[src/pkg/stcb_pkg.sv]
`default_nettype none
package stcb_pkg;
	// register indices on the plain register port
	localparam logic [2:0] ADDR_TX_CTRL = 3'h0;
	localparam logic [2:0] ADDR_RX_CTRL = 3'h1;
	localparam logic [2:0] ADDR_BAUD_CTRL = 3'h2;
	localparam logic [2:0] ADDR_DIV_LO = 3'h3;
	localparam logic [2:0] ADDR_DIV_HI = 3'h4;
	localparam logic [2:0] ADDR_TX_DATA = 3'h5;
	localparam logic [2:0] ADDR_RX_DATA = 3'h6;
	// writable bits of each control register
	localparam logic [7:0] TX_WR_MASK = 8'hFD;
	localparam logic [7:0] RX_WR_MASK = 8'hF8;
	localparam logic [7:0] BAUD_WR_MASK = 8'h9B;
	// values after reset of the stored parts
	localparam logic [7:0] TX_CTRL_RST = 8'h00;
	localparam logic [7:0] RX_CTRL_RST = 8'h00;
	localparam logic [7:0] BAUD_CTRL_RST = 8'h00;
	localparam logic [7:0] DIV_RST = 8'h00;
	// field position used by the overrun clear decode
	localparam int RX_BIT_CONT_RECV = 4;
	// baud timer ticks per bit: async low, async high or 16-bit, sync
	localparam logic [6:0] TICKS_ASYNC_LOW = 7'h40;
	localparam logic [6:0] TICKS_ASYNC_HIGH = 7'h10;
	localparam logic [6:0] TICKS_SYNC = 7'h04;
	// frame lengths in bit times, stop bit included in async and break frames; sync lengths are data bits only
	localparam logic [3:0] FRAME_LEN_8 = 4'hA;
	localparam logic [3:0] FRAME_LEN_9 = 4'hB;
	localparam logic [3:0] FRAME_LEN_BREAK = 4'hD;
	localparam logic [3:0] SYNC_LEN_8 = 4'h8;
	localparam logic [3:0] SYNC_LEN_9 = 4'h9;
	// twelve low bit times then one high stop bit
	localparam logic [12:0] BREAK_FRAME = 13'h1000;
	localparam logic [12:0] LINE_IDLE = 13'h1FFF;
	// auto-baud: count over eight bit times, clocks = 8 * ticks * (n+1)
	localparam int ABD_CNT_W = 25;
	localparam int ABD_SHIFT_LOW = 9;
	localparam int ABD_SHIFT_HIGH = 7;
	localparam logic [2:0] ABD_LAST_RISE = 3'h5;

	typedef struct packed {
		logic clock_source_select;
		logic tx_nine_bit_select;
		logic transmit_enable;
		logic sync_mode;
		logic break_request;
		logic high_speed_select;
		logic shift_register_empty;
		logic tx_ninth_data;
	} stcb_tx_ctrl_t;

	typedef struct packed {
		logic port_enable;
		logic rx_nine_bit_select;
		logic single_receive_enable;
		logic continuous_receive_enable;
		logic address_detect_enable;
		logic framing_error_flag;
		logic overrun_error_flag;
		logic rx_ninth_data;
	} stcb_rx_ctrl_t;

	typedef struct packed {
		logic autobaud_rollover_flag;
		logic receive_idle_flag;
		logic spare5;
		logic clock_polarity_select;
		logic divider_width_select;
		logic spare2;
		logic wakeup_enable;
		logic autobaud_enable;
	} stcb_baud_ctrl_t;

	typedef enum logic [1:0] {ABD_IDLE, ABD_START, ABD_COUNT} stcb_abd_t;
endpackage
`default_nettype wire

[src/rtl/stcb_core.sv]
// The strobed register port and the register addresses were chosen for this implementation.
`default_nettype none
module stcb_core
	import stcb_pkg::*;
(
	input wire logic i_ref_clk,
	input wire logic i_resetn,
	input wire logic i_clk_en,
	input wire logic [2:0] i_addr,
	input wire logic [7:0] i_wdata,
	input wire logic i_wr,
	input wire logic i_rd,
	output var logic [7:0] o_rdata,
	input wire logic i_tx_clk_in,
	output var logic o_tx_clk_out,
	output var logic o_tx_clk_oe_n,
	input wire logic i_rx_dat_in,
	output var logic o_rx_dat_out,
	output var logic o_rx_dat_oe_n,
	output var logic o_tx_buf_full,
	output var logic o_rx_ready,
	output var logic o_rx_event,
	output var logic o_wake_event
);
	stcb_tx_ctrl_t txc; // transmit control, stored part
	stcb_rx_ctrl_t rxc; // receive control, stored part
	stcb_baud_ctrl_t bdc; // baud control, stored part
	logic [7:0] div_lo; // divider low byte
	logic [7:0] div_hi; // divider high byte
	logic [15:0] baud_timer; // free-running down counter
	logic [15:0] div_n; // divisor in use
	logic tick; // one baud timer rollover
	logic port_on;
	logic async_mode;
	logic master;
	logic [6:0] bit_ticks; // ticks per bit time
	logic [6:0] mid; // centre of a bit in ticks
	logic [12:0] tx_sh; // transmit shift register, lsb on line
	logic [3:0] tx_left; // bit times still to send
	logic [6:0] tx_ph; // tick phase inside a bit
	logic tx_active;
	logic tx_brk; // frame in flight is a break
	logic [7:0] tx_buf; // transmit holding byte
	logic tx_go;
	logic tx_step;
	logic brk_done;
	logic sphase; // sync clock active half
	logic shalf; // tick pair counter for sync clock
	logic slv_prev; // last sampled external clock, polarity removed
	logic slv_now;
	logic sclk_lead;
	logic sclk_trail;
	logic sync_busy;
	logic rx_sync_run;
	logic rx_prev; // last sampled receive line
	logic rx_active;
	logic [6:0] rx_ph;
	logic [3:0] rx_idx; // 0 start, then data, then stop
	logic [1:0] votes; // high samples so far in this bit
	logic vote_bit;
	logic [2:0] vote_sum;
	logic [8:0] rx_sh;
	logic [8:0] rx_sh_next;
	logic [3:0] rx_nb;
	logic start_ok;
	logic rx_done; // one character finished, registered
	logic [8:0] rx_word;
	logic rx_bad; // stop bit was low
	logic [8:0] rx_data; // receive buffer
	logic rx_framing_error_flag;
	logic rx_overrun_error_flag;
	logic rd_rx;
	logic continuous_receive_enable_clear;
	logic accept;
	logic single_done;
	logic div_wr;
	logic wake_seen;
	logic wake_clear;
	stcb_abd_t abd_state;
	logic [ABD_CNT_W-1:0] abd_cnt;
	logic [2:0] abd_rises;
	logic abd_done;
	logic abd_ovf;
	logic [15:0] abd_div;
	stcb_tx_ctrl_t tx_rd;
	stcb_rx_ctrl_t rx_rd;
	stcb_baud_ctrl_t bd_rd;

	// aligns a received word: 8-bit frames sit in the top of the shifter
	function automatic logic [8:0] align(input logic [8:0] sh,
		input logic nine);
		align = nine ? sh : {1'b0, sh[8:1]};
	endfunction

	// mode decode and divisor selection
	always_comb
	begin
		port_on = rxc.port_enable;
		async_mode = ~txc.sync_mode;
		master = txc.sync_mode & txc.clock_source_select;
		div_n = bdc.divider_width_select ? {div_hi, div_lo}
			: {8'h00, div_lo};
		if (txc.sync_mode)
			bit_ticks = TICKS_SYNC;
		else if (txc.high_speed_select | bdc.divider_width_select)
			bit_ticks = TICKS_ASYNC_HIGH;
		else
			bit_ticks = TICKS_ASYNC_LOW;
		mid = bit_ticks >> 1;
		tick = port_on & (baud_timer == 16'h0000);
		div_wr = i_wr & ((i_addr == ADDR_DIV_LO) | (i_addr == ADDR_DIV_HI));
		rd_rx = i_rd & (i_addr == ADDR_RX_DATA);
		continuous_receive_enable_clear = i_wr & (i_addr == ADDR_RX_CTRL)
			& ~i_wdata[RX_BIT_CONT_RECV];
	end

	// receive enables and transmit hand-off
	always_comb
	begin
		// continuous receive wins over single receive in sync mode
		rx_sync_run = port_on & txc.sync_mode & ~rx_overrun_error_flag
			& (rxc.continuous_receive_enable
			| (master & rxc.single_receive_enable));
		sync_busy = port_on & txc.sync_mode & (rx_sync_run | tx_active);
		// sync receive takes the data line away from the transmitter
		// async loads wait for a tick so the start bit is full length
		tx_go = port_on & txc.transmit_enable & ~tx_active & o_tx_buf_full
			& ~rx_sync_run & (tick | txc.sync_mode);
		slv_now = i_tx_clk_in ^ bdc.clock_polarity_select;
		if (master)
		begin
			sclk_lead = sync_busy & tick & shalf & ~sphase;
			sclk_trail = sync_busy & tick & shalf & sphase;
		end
		else
		begin
			sclk_lead = sync_busy & slv_now & ~slv_prev;
			sclk_trail = sync_busy & ~slv_now & slv_prev;
		end
		if (async_mode)
			tx_step = tick & (tx_ph == bit_ticks - 7'h01);
		else
			tx_step = sclk_trail & ~rx_sync_run;
		brk_done = tx_active & tx_brk & tx_step & (tx_left == 4'h1);
	end

	// receive helpers: majority vote, frame length, acceptance
	always_comb
	begin
		vote_sum = {1'b0, votes} + {2'b00, i_rx_dat_in};
		vote_bit = vote_sum >= 3'h2;
		rx_nb = rxc.rx_nine_bit_select ? SYNC_LEN_9 : SYNC_LEN_8;
		rx_sh_next = {i_rx_dat_in, rx_sh[8:1]};
		// start edge only when no other function owns the line
		start_ok = async_mode & port_on & rxc.continuous_receive_enable
			& ~bdc.wakeup_enable & ~bdc.autobaud_enable & ~rx_overrun_error_flag
			& rx_prev & ~i_rx_dat_in;
		accept = ~(async_mode & rxc.rx_nine_bit_select
			& rxc.address_detect_enable & ~rx_word[8]);
		single_done = rx_done & txc.sync_mode & master
			& rxc.single_receive_enable & ~rxc.continuous_receive_enable;
		wake_clear = wake_seen & ~rx_prev & i_rx_dat_in;
	end

	// control registers: hardware clears, then software writes
	always_ff @(posedge i_ref_clk)
	begin
		if (!i_resetn)
		begin
			txc <= stcb_tx_ctrl_t'(TX_CTRL_RST);
			rxc <= stcb_rx_ctrl_t'(RX_CTRL_RST);
			bdc <= stcb_baud_ctrl_t'(BAUD_CTRL_RST);
			div_lo <= DIV_RST;
			div_hi <= DIV_RST;
		end
		else if (i_clk_en)
		begin
			if (brk_done)
				txc.break_request <= 1'b0;
			if (single_done)
				rxc.single_receive_enable <= 1'b0;
			if (wake_clear)
				bdc.wakeup_enable <= 1'b0;
			if (abd_done)
			begin
				// measured divisor replaces the programmed one
				bdc.autobaud_enable <= 1'b0;
				div_lo <= abd_div[7:0];
				div_hi <= abd_div[15:8];
			end
			if (i_wr)
			begin
				case (i_addr)
					ADDR_TX_CTRL: txc <= stcb_tx_ctrl_t'(i_wdata & TX_WR_MASK);
					ADDR_RX_CTRL: rxc <= stcb_rx_ctrl_t'(i_wdata & RX_WR_MASK);
					ADDR_BAUD_CTRL: bdc <= stcb_baud_ctrl_t'(i_wdata
						& BAUD_WR_MASK);
					ADDR_DIV_LO: div_lo <= i_wdata;
					ADDR_DIV_HI: div_hi <= i_wdata;
					default: ; // other indices store nothing here
				endcase
			end
			// a rollover in the same cycle as a software clear survives
			if (abd_ovf)
				bdc.autobaud_rollover_flag <= 1'b1;
		end
	end

	// baud timer: reloads on rollover, on divider writes, on auto-baud
	always_ff @(posedge i_ref_clk)
	begin
		if (!i_resetn)
			baud_timer <= 16'h0000;
		else if (i_clk_en)
		begin
			if (!port_on || div_wr || abd_done)
				baud_timer <= div_n;
			else if (baud_timer == 16'h0000)
				baud_timer <= div_n;
			else
				baud_timer <= baud_timer - 16'h0001;
		end
	end

	// transmit holding byte; a write lands while the port is on, even over unsent data
	always_ff @(posedge i_ref_clk)
	begin
		if (!i_resetn)
		begin
			tx_buf <= 8'h00;
			o_tx_buf_full <= 1'b0;
		end
		else if (i_clk_en)
		begin
			if (!port_on)
				o_tx_buf_full <= 1'b0;
			else if (i_wr && i_addr == ADDR_TX_DATA)
			begin
				tx_buf <= i_wdata;
				o_tx_buf_full <= 1'b1;
			end
			else if (tx_go)
				o_tx_buf_full <= 1'b0;
		end
	end

	// transmit shifter; a break consumes the held byte as a dummy
	always_ff @(posedge i_ref_clk)
	begin
		if (!i_resetn)
		begin
			tx_sh <= LINE_IDLE;
			tx_left <= 4'h0;
			tx_ph <= 7'h00;
			tx_active <= 1'b0;
			tx_brk <= 1'b0;
		end
		else if (i_clk_en)
		begin
			if (!port_on)
			begin
				tx_sh <= LINE_IDLE;
				tx_left <= 4'h0;
				tx_ph <= 7'h00;
				tx_active <= 1'b0;
				tx_brk <= 1'b0;
			end
			else if (tx_go)
			begin
				tx_active <= 1'b1;
				tx_ph <= 7'h00;
				tx_brk <= async_mode & txc.break_request;
				if (txc.sync_mode)
				begin
					// sync frames are bare data bits, lsb first
					tx_sh <= {4'hF, txc.tx_ninth_data, tx_buf};
					tx_left <= txc.tx_nine_bit_select ? SYNC_LEN_9
						: SYNC_LEN_8;
				end
				else if (txc.break_request)
				begin
					tx_sh <= BREAK_FRAME;
					tx_left <= FRAME_LEN_BREAK;
				end
				else if (txc.tx_nine_bit_select)
				begin
					tx_sh <= {3'b111, txc.tx_ninth_data, tx_buf, 1'b0};
					tx_left <= FRAME_LEN_9;
				end
				else
				begin
					tx_sh <= {4'hF, tx_buf, 1'b0};
					tx_left <= FRAME_LEN_8;
				end
			end
			else if (tx_active && tx_step)
			begin
				tx_ph <= 7'h00;
				tx_sh <= {1'b1, tx_sh[12:1]};
				tx_left <= tx_left - 4'h1;
				if (tx_left == 4'h1)
					tx_active <= 1'b0;
			end
			else if (tx_active && async_mode && tick)
				tx_ph <= tx_ph + 7'h01;
		end
	end

	// sync clock: master makes it from ticks, slave samples the pin
	always_ff @(posedge i_ref_clk)
	begin
		if (!i_resetn)
		begin
			sphase <= 1'b0;
			shalf <= 1'b0;
			slv_prev <= 1'b0;
		end
		else if (i_clk_en)
		begin
			slv_prev <= slv_now;
			if (!sync_busy)
			begin
				sphase <= 1'b0;
				shalf <= 1'b0;
			end
			else if (master && tick)
			begin
				// two ticks per half period gives four ticks per bit
				shalf <= ~shalf;
				if (shalf)
					sphase <= ~sphase;
			end
		end
	end

	// receive shifter for both modes
	always_ff @(posedge i_ref_clk)
	begin
		if (!i_resetn)
		begin
			rx_prev <= 1'b1;
			rx_active <= 1'b0;
			rx_ph <= 7'h00;
			rx_idx <= 4'h0;
			votes <= 2'b00;
			rx_sh <= 9'h000;
			rx_done <= 1'b0;
			rx_word <= 9'h000;
			rx_bad <= 1'b0;
		end
		else if (i_clk_en)
		begin
			rx_prev <= i_rx_dat_in;
			rx_done <= 1'b0;
			if (!port_on)
			begin
				rx_active <= 1'b0;
				rx_idx <= 4'h0;
				votes <= 2'b00;
			end
			else if (txc.sync_mode)
			begin
				// sampled on the leading clock edge; far end changes on trail
				if (rx_sync_run && sclk_lead)
				begin
					rx_sh <= rx_sh_next;
					if (rx_idx == rx_nb - 4'h1)
					begin
						rx_idx <= 4'h0;
						rx_active <= 1'b0;
						rx_done <= 1'b1;
						rx_word <= align(rx_sh_next, rxc.rx_nine_bit_select);
						rx_bad <= 1'b0;
					end
					else
					begin
						rx_idx <= rx_idx + 4'h1;
						rx_active <= 1'b1;
					end
				end
				else if (!rx_sync_run)
				begin
					rx_active <= 1'b0;
					rx_idx <= 4'h0;
				end
			end
			else if (!rx_active)
			begin
				// start edge may land between ticks: up to one tick of skew
				if (start_ok)
				begin
					rx_active <= 1'b1;
					rx_ph <= 7'h00;
					rx_idx <= 4'h0;
					votes <= 2'b00;
				end
			end
			else if (tick)
			begin
				if (rx_ph == bit_ticks - 7'h01)
				begin
					rx_ph <= 7'h00;
					rx_idx <= rx_idx + 4'h1;
				end
				else
					rx_ph <= rx_ph + 7'h01;
				if (rx_ph == mid - 7'h01 || rx_ph == mid)
					votes <= vote_sum[1:0];
				if (rx_ph == mid + 7'h01)
				begin
					votes <= 2'b00;
					if (rx_idx == 4'h0)
					begin
						if (vote_bit)
							rx_active <= 1'b0; // glitch, not a start bit
					end
					else if (rx_idx == rx_nb + 4'h1)
					begin
						rx_active <= 1'b0;
						rx_done <= 1'b1;
						rx_word <= align(rx_sh, rxc.rx_nine_bit_select);
						rx_bad <= ~vote_bit;
					end
					else
						rx_sh <= {vote_bit, rx_sh[8:1]};
				end
			end
		end
	end

	// receive buffer and error flags; receiver stalls while overrun
	always_ff @(posedge i_ref_clk)
	begin
		if (!i_resetn)
		begin
			rx_data <= 9'h000;
			o_rx_ready <= 1'b0;
			o_rx_event <= 1'b0;
			rx_framing_error_flag <= 1'b0;
			rx_overrun_error_flag <= 1'b0;
		end
		else if (i_clk_en)
		begin
			o_rx_event <= 1'b0;
			if (!port_on)
			begin
				o_rx_ready <= 1'b0;
				rx_framing_error_flag <= 1'b0;
				rx_overrun_error_flag <= 1'b0;
			end
			else
			begin
				if (rd_rx)
					o_rx_ready <= 1'b0;
				if (continuous_receive_enable_clear)
					rx_overrun_error_flag <= 1'b0;
				if (rx_done && accept)
				begin
					// a read in this cycle frees the buffer in time
					if (o_rx_ready && !rd_rx)
						rx_overrun_error_flag <= 1'b1;
					else
					begin
						rx_data <= rx_word;
						rx_framing_error_flag <= rx_bad;
						o_rx_ready <= 1'b1;
						o_rx_event <= 1'b1;
					end
				end
			end
		end
	end

	// wake-up watch of the receive line
	always_ff @(posedge i_ref_clk)
	begin
		if (!i_resetn)
		begin
			wake_seen <= 1'b0;
			o_wake_event <= 1'b0;
		end
		else if (i_clk_en)
		begin
			o_wake_event <= 1'b0;
			if (!port_on || !async_mode || !bdc.wakeup_enable)
				wake_seen <= 1'b0;
			else if (rx_prev && !i_rx_dat_in)
			begin
				wake_seen <= 1'b1;
				o_wake_event <= 1'b1;
			end
			else if (wake_clear)
				wake_seen <= 1'b0;
		end
	end

	// auto-baud: clocks from first to fifth rising edge of the 55h field
	always_ff @(posedge i_ref_clk)
	begin
		if (!i_resetn)
		begin
			abd_state <= ABD_IDLE;
			abd_cnt <= '0;
			abd_rises <= 3'h0;
			abd_done <= 1'b0;
			abd_ovf <= 1'b0;
			abd_div <= 16'h0000;
		end
		else if (i_clk_en)
		begin
			abd_done <= 1'b0;
			abd_ovf <= 1'b0;
			if (!port_on || !async_mode || !bdc.autobaud_enable)
				abd_state <= ABD_IDLE;
			else
			begin
				unique case (abd_state)
					ABD_IDLE:
						if (rx_prev && !i_rx_dat_in && !abd_done)
							abd_state <= ABD_START;
					ABD_START:
						if (!rx_prev && i_rx_dat_in)
						begin
							abd_state <= ABD_COUNT;
							// the edge cycle itself counts: span is whole bits
							abd_cnt <= ABD_CNT_W'(1);
							abd_rises <= 3'h1;
						end
					ABD_COUNT:
					begin
						// counter pins at all ones rather than wrapping
						if (abd_cnt == '1)
							abd_ovf <= 1'b1;
						else
							abd_cnt <= abd_cnt + ABD_CNT_W'(1);
						if (!rx_prev && i_rx_dat_in)
						begin
							abd_rises <= abd_rises + 3'h1;
							if (abd_rises + 3'h1 == ABD_LAST_RISE)
							begin
								abd_state <= ABD_IDLE;
								abd_done <= 1'b1;
								if (bit_ticks == TICKS_ASYNC_HIGH)
									abd_div <= abd_cnt[ABD_SHIFT_HIGH +: 16]
										- 16'h0001;
								else
									abd_div <= abd_cnt[ABD_SHIFT_LOW +: 16]
										- 16'h0001;
							end
						end
					end
				endcase
			end
		end
	end

	// pin drivers; enables are active low, released while port is off
	always_ff @(posedge i_ref_clk)
	begin
		if (!i_resetn)
		begin
			o_tx_clk_out <= 1'b1;
			o_tx_clk_oe_n <= 1'b1;
			o_rx_dat_out <= 1'b1;
			o_rx_dat_oe_n <= 1'b1;
		end
		else if (i_clk_en)
		begin
			if (async_mode)
			begin
				o_tx_clk_out <= tx_sh[0];
				o_tx_clk_oe_n <= ~port_on;
				o_rx_dat_out <= 1'b1;
				o_rx_dat_oe_n <= 1'b1;
			end
			else
			begin
				o_tx_clk_out <= sphase ^ bdc.clock_polarity_select;
				o_tx_clk_oe_n <= ~(port_on & master);
				o_rx_dat_out <= tx_sh[0];
				o_rx_dat_oe_n <= ~(port_on & tx_active & ~rx_sync_run);
			end
		end
	end

	// read views with live status folded in
	always_comb
	begin
		tx_rd = txc;
		tx_rd.shift_register_empty = ~tx_active;
		rx_rd = rxc;
		rx_rd.framing_error_flag = rx_framing_error_flag;
		rx_rd.overrun_error_flag = rx_overrun_error_flag;
		rx_rd.rx_ninth_data = rx_data[8];
		bd_rd = bdc;
		bd_rd.receive_idle_flag = ~rx_active;
		bd_rd.spare5 = 1'b0;
		bd_rd.spare2 = 1'b0;
	end

	// read data stands one cycle after the strobe, zero otherwise
	always_ff @(posedge i_ref_clk)
	begin
		if (!i_resetn)
			o_rdata <= 8'h00;
		else if (i_clk_en)
		begin
			o_rdata <= 8'h00;
			if (i_rd)
			begin
				case (i_addr)
					ADDR_TX_CTRL: o_rdata <= tx_rd;
					ADDR_RX_CTRL: o_rdata <= rx_rd;
					ADDR_BAUD_CTRL: o_rdata <= bd_rd;
					ADDR_DIV_LO: o_rdata <= div_lo;
					ADDR_DIV_HI: o_rdata <= div_hi;
					ADDR_RX_DATA: o_rdata <= rx_data[7:0];
					default: o_rdata <= 8'h00; // unmapped or write-only
				endcase
			end
		end
	end
endmodule // stcb_core
`default_nettype wire

[config.mk]
export PLATFORM = sky130hd
export DESIGN_NAME = stcb_core
export DESIGN_NICKNAME = d
export VERILOG_FILES = /design/src/pkg/stcb_pkg.sv /design/src/rtl/stcb_core.sv
export SDC_FILE = /design/constraint.sdc
export NUM_CORES = 1
export LEC_CHECK = 0
export BUFFER_PORTS_ARGS = -buffer_cell sky130_fd_sc_hd__buf_4
export CORE_MARGIN = 2
export CORE_UTILIZATION = 40
export DETAILED_ROUTE_END_ITERATION = 6
export GPL_ROUTABILITY_DRIVEN = 0
export MAX_ROUTING_LAYER = met4
export SLEW_MARGIN = 20
export SYNTH_ARGS = -nofsm -noshare
export SYNTH_HDL_FRONTEND = slang
export SYNTH_SLANG_ARGS = --single-unit
[constraint.sdc]
create_clock -name i_ref_clk -period 2.5 [get_ports i_ref_clk]
set_input_delay 0.375 -clock i_ref_clk [delete_from_list [all_inputs] [get_ports i_ref_clk]]
set_output_delay 0.375 -clock i_ref_clk [all_outputs]
set_load 0.01 [all_outputs]
==> results of run 1 <==
worst reg2reg max path: cells and delay by family, from the launching register on:
family | cells | cell delay [ns]
buffers and inverters | 2 | 0.34
AND/OR/NAND/NOR | 3 | 0.63
flip-flops | 1 | 0.32
AO/OA/AOI/OAI | 4 | 1.02
per-stage QoR:
stage	std cells	setup slack [ns]	hold slack [ns]
after floorplan	1337	0.0218	0.428
after global placement	1703	0.0999	0.435
after detailed placement	1703	0.0730	0.443
after CTS	1735	0.0471	0.215
after global routing	1736	0.0197	0.218
final	1736	0.127	0.225
report_power, final:
group	internal (mW)	switching [mW]
clock network	1.36	1.38
registers	3.14	0.0208
logic	0.143	0.270
total	4.64	1.67
placed cells by master, fill, tap and decap left out, types with 15 or more instances in the layout:
cell type and count:
clkbuf_16 17, a22oi_1 27, nand2_1 150, buf_4 112, or3_1 17, xnor2_1 29
dfxtp_1 195, xor2_1 19, nor3_1 30, a21oi_1 95, ha_1 19, a211oi_1 15
o21ai_0 93, nor2_1 183, inv_1 30, nand4_1 18, mux2i_1 66, nand3_1 52
kinds of logic (layout without fill, tap and decap cells):
logic type | count (synthesis) | in the layout | share of synthesized area (%)
DFF | 196 | 196 | 37.3
adders and majority gates | 19 | 19 | 2.26
muxes | 80 | 80 | 7.78
and+or+nand+nor | 546 | 546 | 24.6
xor gates and xnor gates | 48 | 48 | 4.00
AOI/OAI and AO/OA | 330 | 330 | 19.5
buffers and inverters | 118 | 182 | 4.49
worst max-delay path by stage:
stage               cells past startpoint                  startpoint                           to
CTS                                     8  baud_timer[6]$_SDFFE_PN0P_        tx_ph[0]$_SDFFE_PN0P_
global route                            8  baud_timer[2]$_SDFFE_PN0P_        tx_sh[8]$_SDFFE_PN1P_
detailed placement                      8  baud_timer[6]$_SDFFE_PN0P_        tx_ph[0]$_SDFFE_PN0P_
global placement                        9  baud_timer[0]$_SDFFE_PN0P_  baud_timer[10]$_SDFFE_PN0P_
floorplan                              13       tx_rd[4]$_SDFFE_PN0P_     abd_div[14]$_SDFFE_PN0P_
finish                                  9       tx_rd[7]$_SDFFE_PN0P_        tx_ph[0]$_SDFFE_PN0P_
sequential cells by signal, indices dropped and copies added, names as in the netlist, 2 cells and up:
name        count
abd_cnt        25
abd_div        16
baud_timer     16
tx_sh          12
rx_data         9
rx_sh           9
rx_word         9
div_hi          8
div_lo          8
o_rdata         8
tx_buf          8
rx_ph           7
tx_ph           7
tx_rd           7
bd_rd           5
rx_idx          4
rx_rd           4
tx_left         4
abd_rises       3
abd_state       2
votes           2
routing by layer:
metal	vias to the layer above	share of wire, %	global-route usage, %
li1	4856	-	-
met1	4639	47	29.6
met2	259	47	35.4
met3	36	4.1	3.10
met4	0	1.9	7.30
met5	-	0	-
repair_timing:
action | CTS | global route
resized for setup | 0 | 9
setup endpoints to repair | 0 | 19
hold buffers | 0 | 0
buffers inserted | 0 | 1
endpoints found under the hold margin | 0 | 0
area by class of cell:
cell class	count	share of cell area [%]
Clock inverter	14	1.15
Multi-Input combinational cell	1023	50.8
Clock buffer	18	3.61
Tap cell	335	3.44
Inverter	33	1.03
Timing Repair Buffer	117	7.73
Sequential cell	196	32.3
==> metrics.yaml, run 1 <==
detailed_routing:
  wl_per_cell_um: 17.3
  vias: 9790
  drtAntennaViolNets: 0
  drt_wl_total_um: 30000
  drt_iter0_drc: 866
  drc: 0
  dr.pass1.iters: 5
  vias_per_cell: 5.64
yosys:
  synthArstFlopShare_pct: 0
  synth.most_common_cell: "dfxtp_1"
  synth_fp_nets: 1374
  synthTopCellsByCount: "196 x dfxtp_1, 184 x nor2_1, 150 x nand2_1"
  synth_area_sq_mm: 0.0105
  synth-edff-count: 0
  ys_ff_latch: 196
  synthCells: 1337
  synth_top_area_share_pct: 37.3
  yosys_most_used_dff: "dfxtp_1"
  ys_top_cells_by_area: "dfxtp_1 37%, nor2_1 6.6%, mux2i_1 6.3%"
  avgSynthCellArea_sq_um: 7.87
  yosysUniqueCellTypes: 77
  ys_seq_area_share_pct: 37.3
  yosys_warnings: 0
  yosys.area.top_type: "dfxtp_1"
die:
  placementRows: 59
  pin_count: 34
  start_util_pct: 40.6
  die_h_um: 166
  fp.dieArea_sq_mm: 0.0276
  design.core.area_sq_mm: 0.0259
  die_x_um: 166
worst_setup_path:
  reg2reg_depth: 9
  worstPathRequired_ns: 2.86
  critPathArrivalTime_ns: 2.73
  worstPathCellList: "buf_4, a211o_1, and3_1, and4_1, a31o_2, a31o_2, buf_4, nand2b_2, o21ai_0"
  path_class: "register to register"
  critPathTopFamily: "compound AO/OA/AOI/OAI gates"
  cpPeakStageDelay_ns: 0.32
  r2r_start: "tx_rd[7]$_SDFFE_PN0P_"
  critical_path.startpoint_type: "register"
  cp_slowest_cell: "dfxtp_1"
  cp_max_fo: 9
  cp-end-kind: "register"
  reg2reg_slack_ns: 0.13
  r2r_end: "tx_ph[0]$_SDFFE_PN0P_"
  crit_buf_inv: 2
timing:
  slew_headroom_pct: 65.2
  skew_ns: 0.0128
  max_freq_mhz: 421
  drv_slew: 0
  setup-tns-final_ns: 0
  rsz0062_at_grt: "no"
  fin_crit_sh_pct: 94.9
  setup_viol: 0
  hold_viol_final: 0
  min_period_ns: 2.37
  tightest_slew_ns: 0.515
finish:
  area_growth_pct: 15.6
  n_antenna_cell: 0
  final_core_util_pct: 47.0
  design_area_sq_mm: 0.0122
  multi_input_area_sq_mm: 0.00618
  seq_area_sq_mm: 0.00393
  nets: 1425
  layout-drive-gt1-share_pct: 13.6
  fillCellCount: 2580
cts:
  htreeDepth: 4
  clk_pin_slew_ns: 0.07
  cts-root-buf: "clkbuf_16"
  cts_sinks: 196
  clock_latency_ns: 0.44
  clock_path_buffers: 2
  cts_buffers: 17
  cts_tree: "built"
pwr:
  pwr_density_cell_mw_per_mm2: 518
  cellLeakagePower_nw: 4.53
  vdd_drop_max_uv: 473
  p_total_mw: 6.31
global_route:
  grt_max_degree: 69
  grt_pass1_vias: 9170
  grtUsageTotal_pct: 22.4
  antenna_found_initial: 0
  overflow: 0
  grt_pass1_wl_um: 49200
place:
  io_buffer_count: 33
  post_dp_cell_area_sq_mm: 0.0115
  dpl.hpwl_um: 21400
min_path:
  hold_depth: 3
  min_from: "i_wdata[1]"
  whs_endpoint: "bd_rd[1]$_SDFFE_PN0P_"
  hp-class: "primary input to register"
run:
  maxCapViolations: 0
outcome:
  outcome: "complete, no violations"
Note: power is estimated with default switching activity, not from simulation.
==> run 2: changes to the inputs <==
- CORE_UTILIZATION: 40 -> 45
- GPL_ROUTABILITY_DRIVEN: 0 -> default
==> metrics.yaml, run 2 (synthesized netlist as in run 1, its figures left out) <==
place:
  place_congestion: 0.901
  post-place-ws_ns: 0.0445  # -0.0285 ns
  io_buffer_count: 33  # unchanged
  dpl.hpwl_um: 21200  # -0.99%
finish:
  layout-drive-gt1-share_pct: 13.1  # -0.50 points
  final_cell_mix: "195 x dfxtp_1, 184 x nor2_1, 150 x nand2_1"
  n_antenna_cell: 0  # unchanged
  largest_reg_flops: 25  # unchanged
  layout_commonest_cell: "dfxtp_1"
  area_growth_pct: 14.7
  reg_top3: "abd_cnt x25, abd_div x16, baud_timer x16"
  regMostFlops: "abd_cnt"
  nets: 1417  # -0.56%
timing:
  hold_viol_final: 0  # unchanged
  fin_ws_ns: 0.117  # -0.0102 ns
  setup-tns-final_ns: 0  # unchanged
  rsz0062_at_grt: "yes"
  min_period_ns: 2.38  # +0.0102 ns
  max_freq_mhz: 420  # -0.43%
  drv_slew: 0  # unchanged
  tightest_slew_ns: 0.622  # +0.106 ns
  skew_ns: 0.0119  # -0.000899 ns
  fin_crit_sh_pct: 95.3  # +0.41 points
  slew_headroom_pct: 58.6  # -6.6 points
  setup_viol: 0  # unchanged
die:
  design.core.area_sq_mm: 0.0228  # -12%
  pin_count: 34  # unchanged
  start_util_pct: 46.2  # +5.6 points
  die_x_um: 157  # -5.6%
  placementRows: 55  # -6.8%
  die_h_um: 157  # -5.6%
  fp.dieArea_sq_mm: 0.0246  # -11%
pwr:
  vdd_drop_max_uv: 344  # -27%
  cellLeakagePower_nw: 4.48  # -1.0%
  p_comb_share_pct: 6.5  # about the same
  pwr-share-clk_pct: 43.0  # -0.4 points
  switching_share_pct: 25.9  # -0.62 points
  intPower_mw: 4.64  # +0.12%
  pwr_density_cell_mw_per_mm2: 519  # about the same
  p_switching_mw: 1.62  # -3.0%
  p_total_mw: 6.26  # -0.72%
  seq_power_share_pct: 50.4  # +0.3 points
cts:
  cts-root-buf: "clkbuf_16"
  clock_latency_ns: 0.45  # about the same
  cts_sinks: 196  # unchanged
  cts_tree: "built"
  htreeDepth: 4  # unchanged
  clk_pin_slew_ns: 0.08  # about the same
  ctsHoldBuffers: 0  # unchanged
  clock_path_buffers: 2  # unchanged
  cts_buffers: 17  # unchanged
global_route:
  overflow: 0  # unchanged
  grt_max_degree: 39  # -43%
  grt_pass1_vias: 8922  # -2.7%
  grtUsageTotal_pct: 25.1  # +2.7 points
  antenna_found_initial: 0  # unchanged
  grt_pass1_wl_um: 47600  # -3.1%
worst_setup_path:
  crit_path_end: "abd_div[13]$_SDFFE_PN0P_"
  worstPathRequired_ns: 2.86  # about the same
  r2r_start: "tx_rd[2]$_SDFFE_PN0P_"
  path_class: "register to register"
  critPathArrivalTime_ns: 2.75  # +0.02 ns
  cp_max_fo: 26  # +17
  reg2reg_depth: 9  # unchanged
  cp-end-kind: "register"
  reg2reg_slack_ns: 0.12  # about the same
  r2r_end: "abd_div[13]$_SDFFE_PN0P_"
  critical_path.startpoint_type: "register"
  startpoint: "tx_rd[2]$_SDFFE_PN0P_"
detailed_routing:
  drt_iter0_drc: 764  # -12%
  dr.pass1.iters: 6  # +1
  drtAntennaViolNets: 0  # unchanged
  drc: 0  # unchanged
  wl_per_cell_um: 17.2  # -0.41%
  vias: 9598  # -2.0%
  drt_wl_total_um: 29400  # -2.1%
  vias_per_cell: 5.63  # -0.24%
min_path:
  hp-class: "primary input to register"
run:
  maxCapViolations: 0  # unchanged
outcome:
  outcome: "complete, no violations"
## run 2: changes by cell type in the layout (fill, tap and decap cells not counted), sizes merged
| cell | change |
|---|---|
| clkbuf | +1 |
| buf | -8 |
| inv | -1 |
| clkinvlp | +1 |
| clkinv | -1 |
## run 2: cell type report
type | count | area (sq um)
multi-input cells | 1023 | 6180
repair buffers | 109 | 885
clock inverters | 13 | 115
well taps | 313 | 392
clock buffers | 19 | 453
inverters | 33 | 125
flip-flops and latches | 196 | 3930
fillers | 2244 | 10700
## run 2: power groups by stage
stage                     sequential, mW  combinational (mW)  clock [mW]
final                               3.16               0.409        2.69
after global routing                3.16               0.443        2.88
after CTS                           3.16               0.398        2.74
after detailed placement            3.23               0.397           0
after global placement              3.23               0.395           0
after floorplan                     3.22               0.232           0
## run 2: worst min path at each step
stage / start / to / slack, ns / cells past startpoint
after floorplan: abd_div[11]$_SDFFE_PN0P_ / abd_div[11]$_SDFFE_PN0P_ / 0.43 / 2
after global placement: abd_div[12]$_SDFFE_PN0P_ / abd_div[12]$_SDFFE_PN0P_ / 0.44 / 2
after detailed placement: abd_div[14]$_SDFFE_PN0P_ / abd_div[14]$_SDFFE_PN0P_ / 0.44 / 2
after CTS: i_wdata[0] / tx_rd[0]$_SDFFE_PN0P_ / 0.24 / 3
after global routing: i_wdata[0] / tx_rd[0]$_SDFFE_PN0P_ / 0.23 / 3
final: i_wdata[0] / tx_rd[0]$_SDFFE_PN0P_ / 0.24 / 3
## run 2: timing repair
| action | in CTS | in global routing |
|---|---|---|
| buffers inserted | 0 | 2 |
| resized for setup | 0 | 11 |
| endpoints found under the setup margin | 0 | 34 |
## run 2: metrics by stage
stage	std cells	util (%)	hold WS [ns]	area (sq um)
floorplan	1337	-	0.428	10500
global placement	1672	50.3	0.437	11400
detailed placement	1672	50.3	0.443	11400
CTS	1704	52.8	0.235	12000
global route	1706	53.0	0.230	12100
finish	1706	53.0	0.244	12100
## run 2: worst max-delay path, stage by stage (launching register included)
cell      delay (ns)
dfxtp_1         0.36
o21bai_2        0.39
buf_12          0.24
mux2i_1         0.11
nor4b_1         0.36
buf_4           0.20
and3_1          0.21
nand3_1         0.10
xnor2_1         0.14
o21ai_0         0.18
## run 2: routing by layer
metal,vias up,GRT usage (%),share of wire [%]
met2,205,41.5,48
met4,0,6.07,1.4
met3,31,3.61,4.1
met1,4517,32.5,47
li1,4845,-,-
met5,-,-,0
==> run 3: changes to the inputs <==
- ABC_AREA: default -> 1
==> metrics.yaml, run 3 <==
timing:
  fin_ws_ns: 0.180  # +0.0633 ns
  setup_viol: 0  # unchanged
  rsz0062_at_grt: "no"
  min_period_ns: 2.32  # -0.0633 ns
  skew_ns: 0.0247  # +0.0128 ns
  tightest_slew_ns: 0.635  # +0.0128 ns
  fin_crit_sh_pct: 92.8  # -2.5 points
  max_freq_mhz: 431  # +2.7%
  drv_slew: 0  # unchanged
  hold_viol_final: 0  # unchanged
  slew_headroom_pct: 57.3  # -1.3 points
detailed_routing:
  drt_wl_total_um: 33000  # +13%
  wl_per_cell_um: 16.5  # -4.2%
  dr.pass1.iters: 6  # unchanged
  vias: 10900  # +13%
  drtAntennaViolNets: 0  # unchanged
  vias_per_cell: 5.43  # -3.6%
  drc: 0  # unchanged
  drt_iter0_drc: 931  # +22%
global_route:
  antenna_found_initial: 0  # unchanged
  grt_max_degree: 104  # +170%
  overflow: 0  # unchanged
  grtUsageTotal_pct: 26.2  # +1.1 points
  grt_pass1_wl_um: 52900  # +11%
  grt_pass1_vias: 9990  # +12%
die:
  fp.dieArea_sq_mm: 0.0258  # +5.0%
  die_x_um: 161  # +2.5%
  start_util_pct: 45.6  # -0.58 points
  design.core.area_sq_mm: 0.0242  # +6.5%
  placementRows: 57  # +3.6%
  pin_count: 34  # unchanged
  die_h_um: 161  # +2.5%
cts:
  cts_tree: "built"
  cts_sinks: 196  # unchanged
  clk_pin_slew_ns: 0.09  # about the same
  cts_buffers: 17  # unchanged
  clock_latency_ns: 0.46  # about the same
  htreeDepth: 4  # unchanged
  clock_path_buffers: 2  # unchanged
  cts-root-buf: "clkbuf_16"
finish:
  n_antenna_cell: 0  # unchanged
  largest_reg_flops: 25  # unchanged
  reg_top3: "abd_cnt x25, abd_div x16, baud_timer x16"
  final_cell_mix: "320 x nand2_1, 199 x inv_1, 196 x dfxtp_1"
  nets: 1706  # +20%
  layout-drive-gt1-share_pct: 11.9  # -1.2 points
  area_growth_pct: 12.2
  layout_commonest_cell: "nand2_1"
  regMostFlops: "abd_cnt"
  design_area_sq_mm: 0.0124  # +2.8%
pwr:
  cellLeakagePower_nw: 5.16  # +15%
  vdd_drop_max_uv: 421  # +22%
  pwr_density_cell_mw_per_mm2: 550  # +6.1%
yosys:
  ys_seq_area_share_pct: 35.5  # -1.8 points
  synthArstFlopShare_pct: 0  # unchanged
  ys_top_cells_by_area: "dfxtp_1 35%, nand2_1 11%, inv_1 6.8%"
  synth-edff-count: 0  # unchanged
  yosys_most_used_dff: "dfxtp_1"
  yosys_warnings: 0  # unchanged
  synthCells: 1639  # +23%
  avgSynthCellArea_sq_um: 6.75  # -14%
  yosysUniqueCellTypes: 57  # -26%
  synth_fp_nets: 1676  # +22%
  synthTopCellsByCount: "321 x nand2_1, 201 x inv_1, 196 x dfxtp_1"
  synth_top_area_share_pct: 35.5  # -1.8 points
  yosys.area.top_type: "dfxtp_1"
  synth_area_sq_mm: 0.0111  # +5.1%
  synth.most_common_cell: "nand2_1"
  ys_ff_latch: 196  # unchanged
run:
  maxCapViolations: 0  # unchanged
worst_setup_path:
  worstPathRequired_ns: 2.89  # +0.03 ns
  cp_max_fo: 8  # -69%
  critical_path.startpoint_type: "register"
  cp-end-kind: "register"
  critPathArrivalTime_ns: 2.71  # -0.04 ns
  path_class: "register to register"
place:
  post-place-ws_ns: 0.0432  # -0.00132 ns
  place_congestion: 0.975  # +8.3%
  post_dp_cell_area_sq_mm: 0.0117  # +2.0%
  dpl.hpwl_um: 24400  # +15%
  io_buffer_count: 33  # unchanged
outcome:
  outcome: "complete, no violations"
min_path:
  hp-class: "primary input to register"
## run 3: cells by family (layout without fill, tap and decap cells)
logic type | Yosys count | count (layout) | share of synthesized area (%)
mux | 5 | 5 | 0.453
flops | 196 | 196 | 35.5
simple gates | 689 | 691 | 27.9
compound gates | 417 | 417 | 21.1
fa+ha+maj | 19 | 19 | 2.15
buf+inv | 282 | 323 | 10.5
xor+xnor | 31 | 31 | 2.45
## run 3: power breakdown
group / switching (mW) / internal [mW]
logic: 0.454 / 0.214
clock network: 1.55 / 1.41
registers: 0.0392 / 3.17
total: 2.04 / 4.79
## run 3: worst max-delay path: stages (launching register included)
cell,delay (ns)
dfxtp_1,0.30
inv_1,0.19
nand2_4,0.13
nor2_2,0.32
nand2_1,0.09
nand3_1,0.10
nand2_1,0.08
nand3_1,0.08
nor2_1,0.07
nand2_1,0.13
nand2_4,0.13
buf_4,0.16
nor2_1,0.24
nand2_1,0.09
a21oi_1,0.15
## run 3: layout make-up
| cell class | count | area, sq um |
|---|---|---|
| Fill cell | 2503 | 11800 |
| Multi-Input combinational cell | 1163 | 6050 |
| Sequential cell | 196 | 3920 |
| Inverter | 220 | 831 |
| Timing Repair Buffer | 71 | 558 |
| Clock buffer | 17 | 425 |
| Tap cell | 324 | 405 |
| Clock inverter | 15 | 211 |
## run 3: timing repair
action | in CTS | in global routing
buffers inserted | 0 | 2
endpoints found under the hold margin | 0 | 0
gates resized for setup | 0 | 13
setup endpoints to repair | 0 | 46
hold buffers | 0 | 0
## run 3: metal layers
layer  up-vias  track usage (%)  share of wire, %
met2       349             39.4                44
met4         0             9.09               2.9
met5         -                -                 0
met1      4987             36.5                47
met3        61             3.36               5.8
li1       5487                -                 -
## run 3: stage by stage
step | setup TNS [ns] | hold WS, ns | utilization, % | total power [mW] | instances
4_1_cts | 0 | 0.213 | 50.8 | 6.85 | 2002
2_1_floorplan | 0 | 0.429 | - | 3.73 | 1639
5_1_grt | 0 | 0.239 | 51.2 | 7.07 | 2006
6_report | 0 | 0.217 | 51.2 | 6.83 | 2006
3_3_place_gp | -0.00123 | 0.451 | 48.2 | 3.92 | 1970
3_5_place_dp | 0 | 0.459 | 48.2 | 3.92 | 1970
## run 3: final timing paths
kind	from	to	slack, ns	cells past startpoint
setup reg to reg	tx_rd[2]$_SDFFE_PN0P_	tx_ph[4]$_SDFFE_PN0P_	0.18	14
setup / recovery	tx_rd[2]$_SDFFE_PN0P_	tx_ph[4]$_SDFFE_PN0P_	0.18	14
hold / removal	i_wdata[7]	div_hi[7]$_SDFFE_PN0P_	0.22	3
hold reg to reg	div_lo[6]$_SDFFE_PN0P_	div_lo[6]$_SDFFE_PN0P_	0.47	2
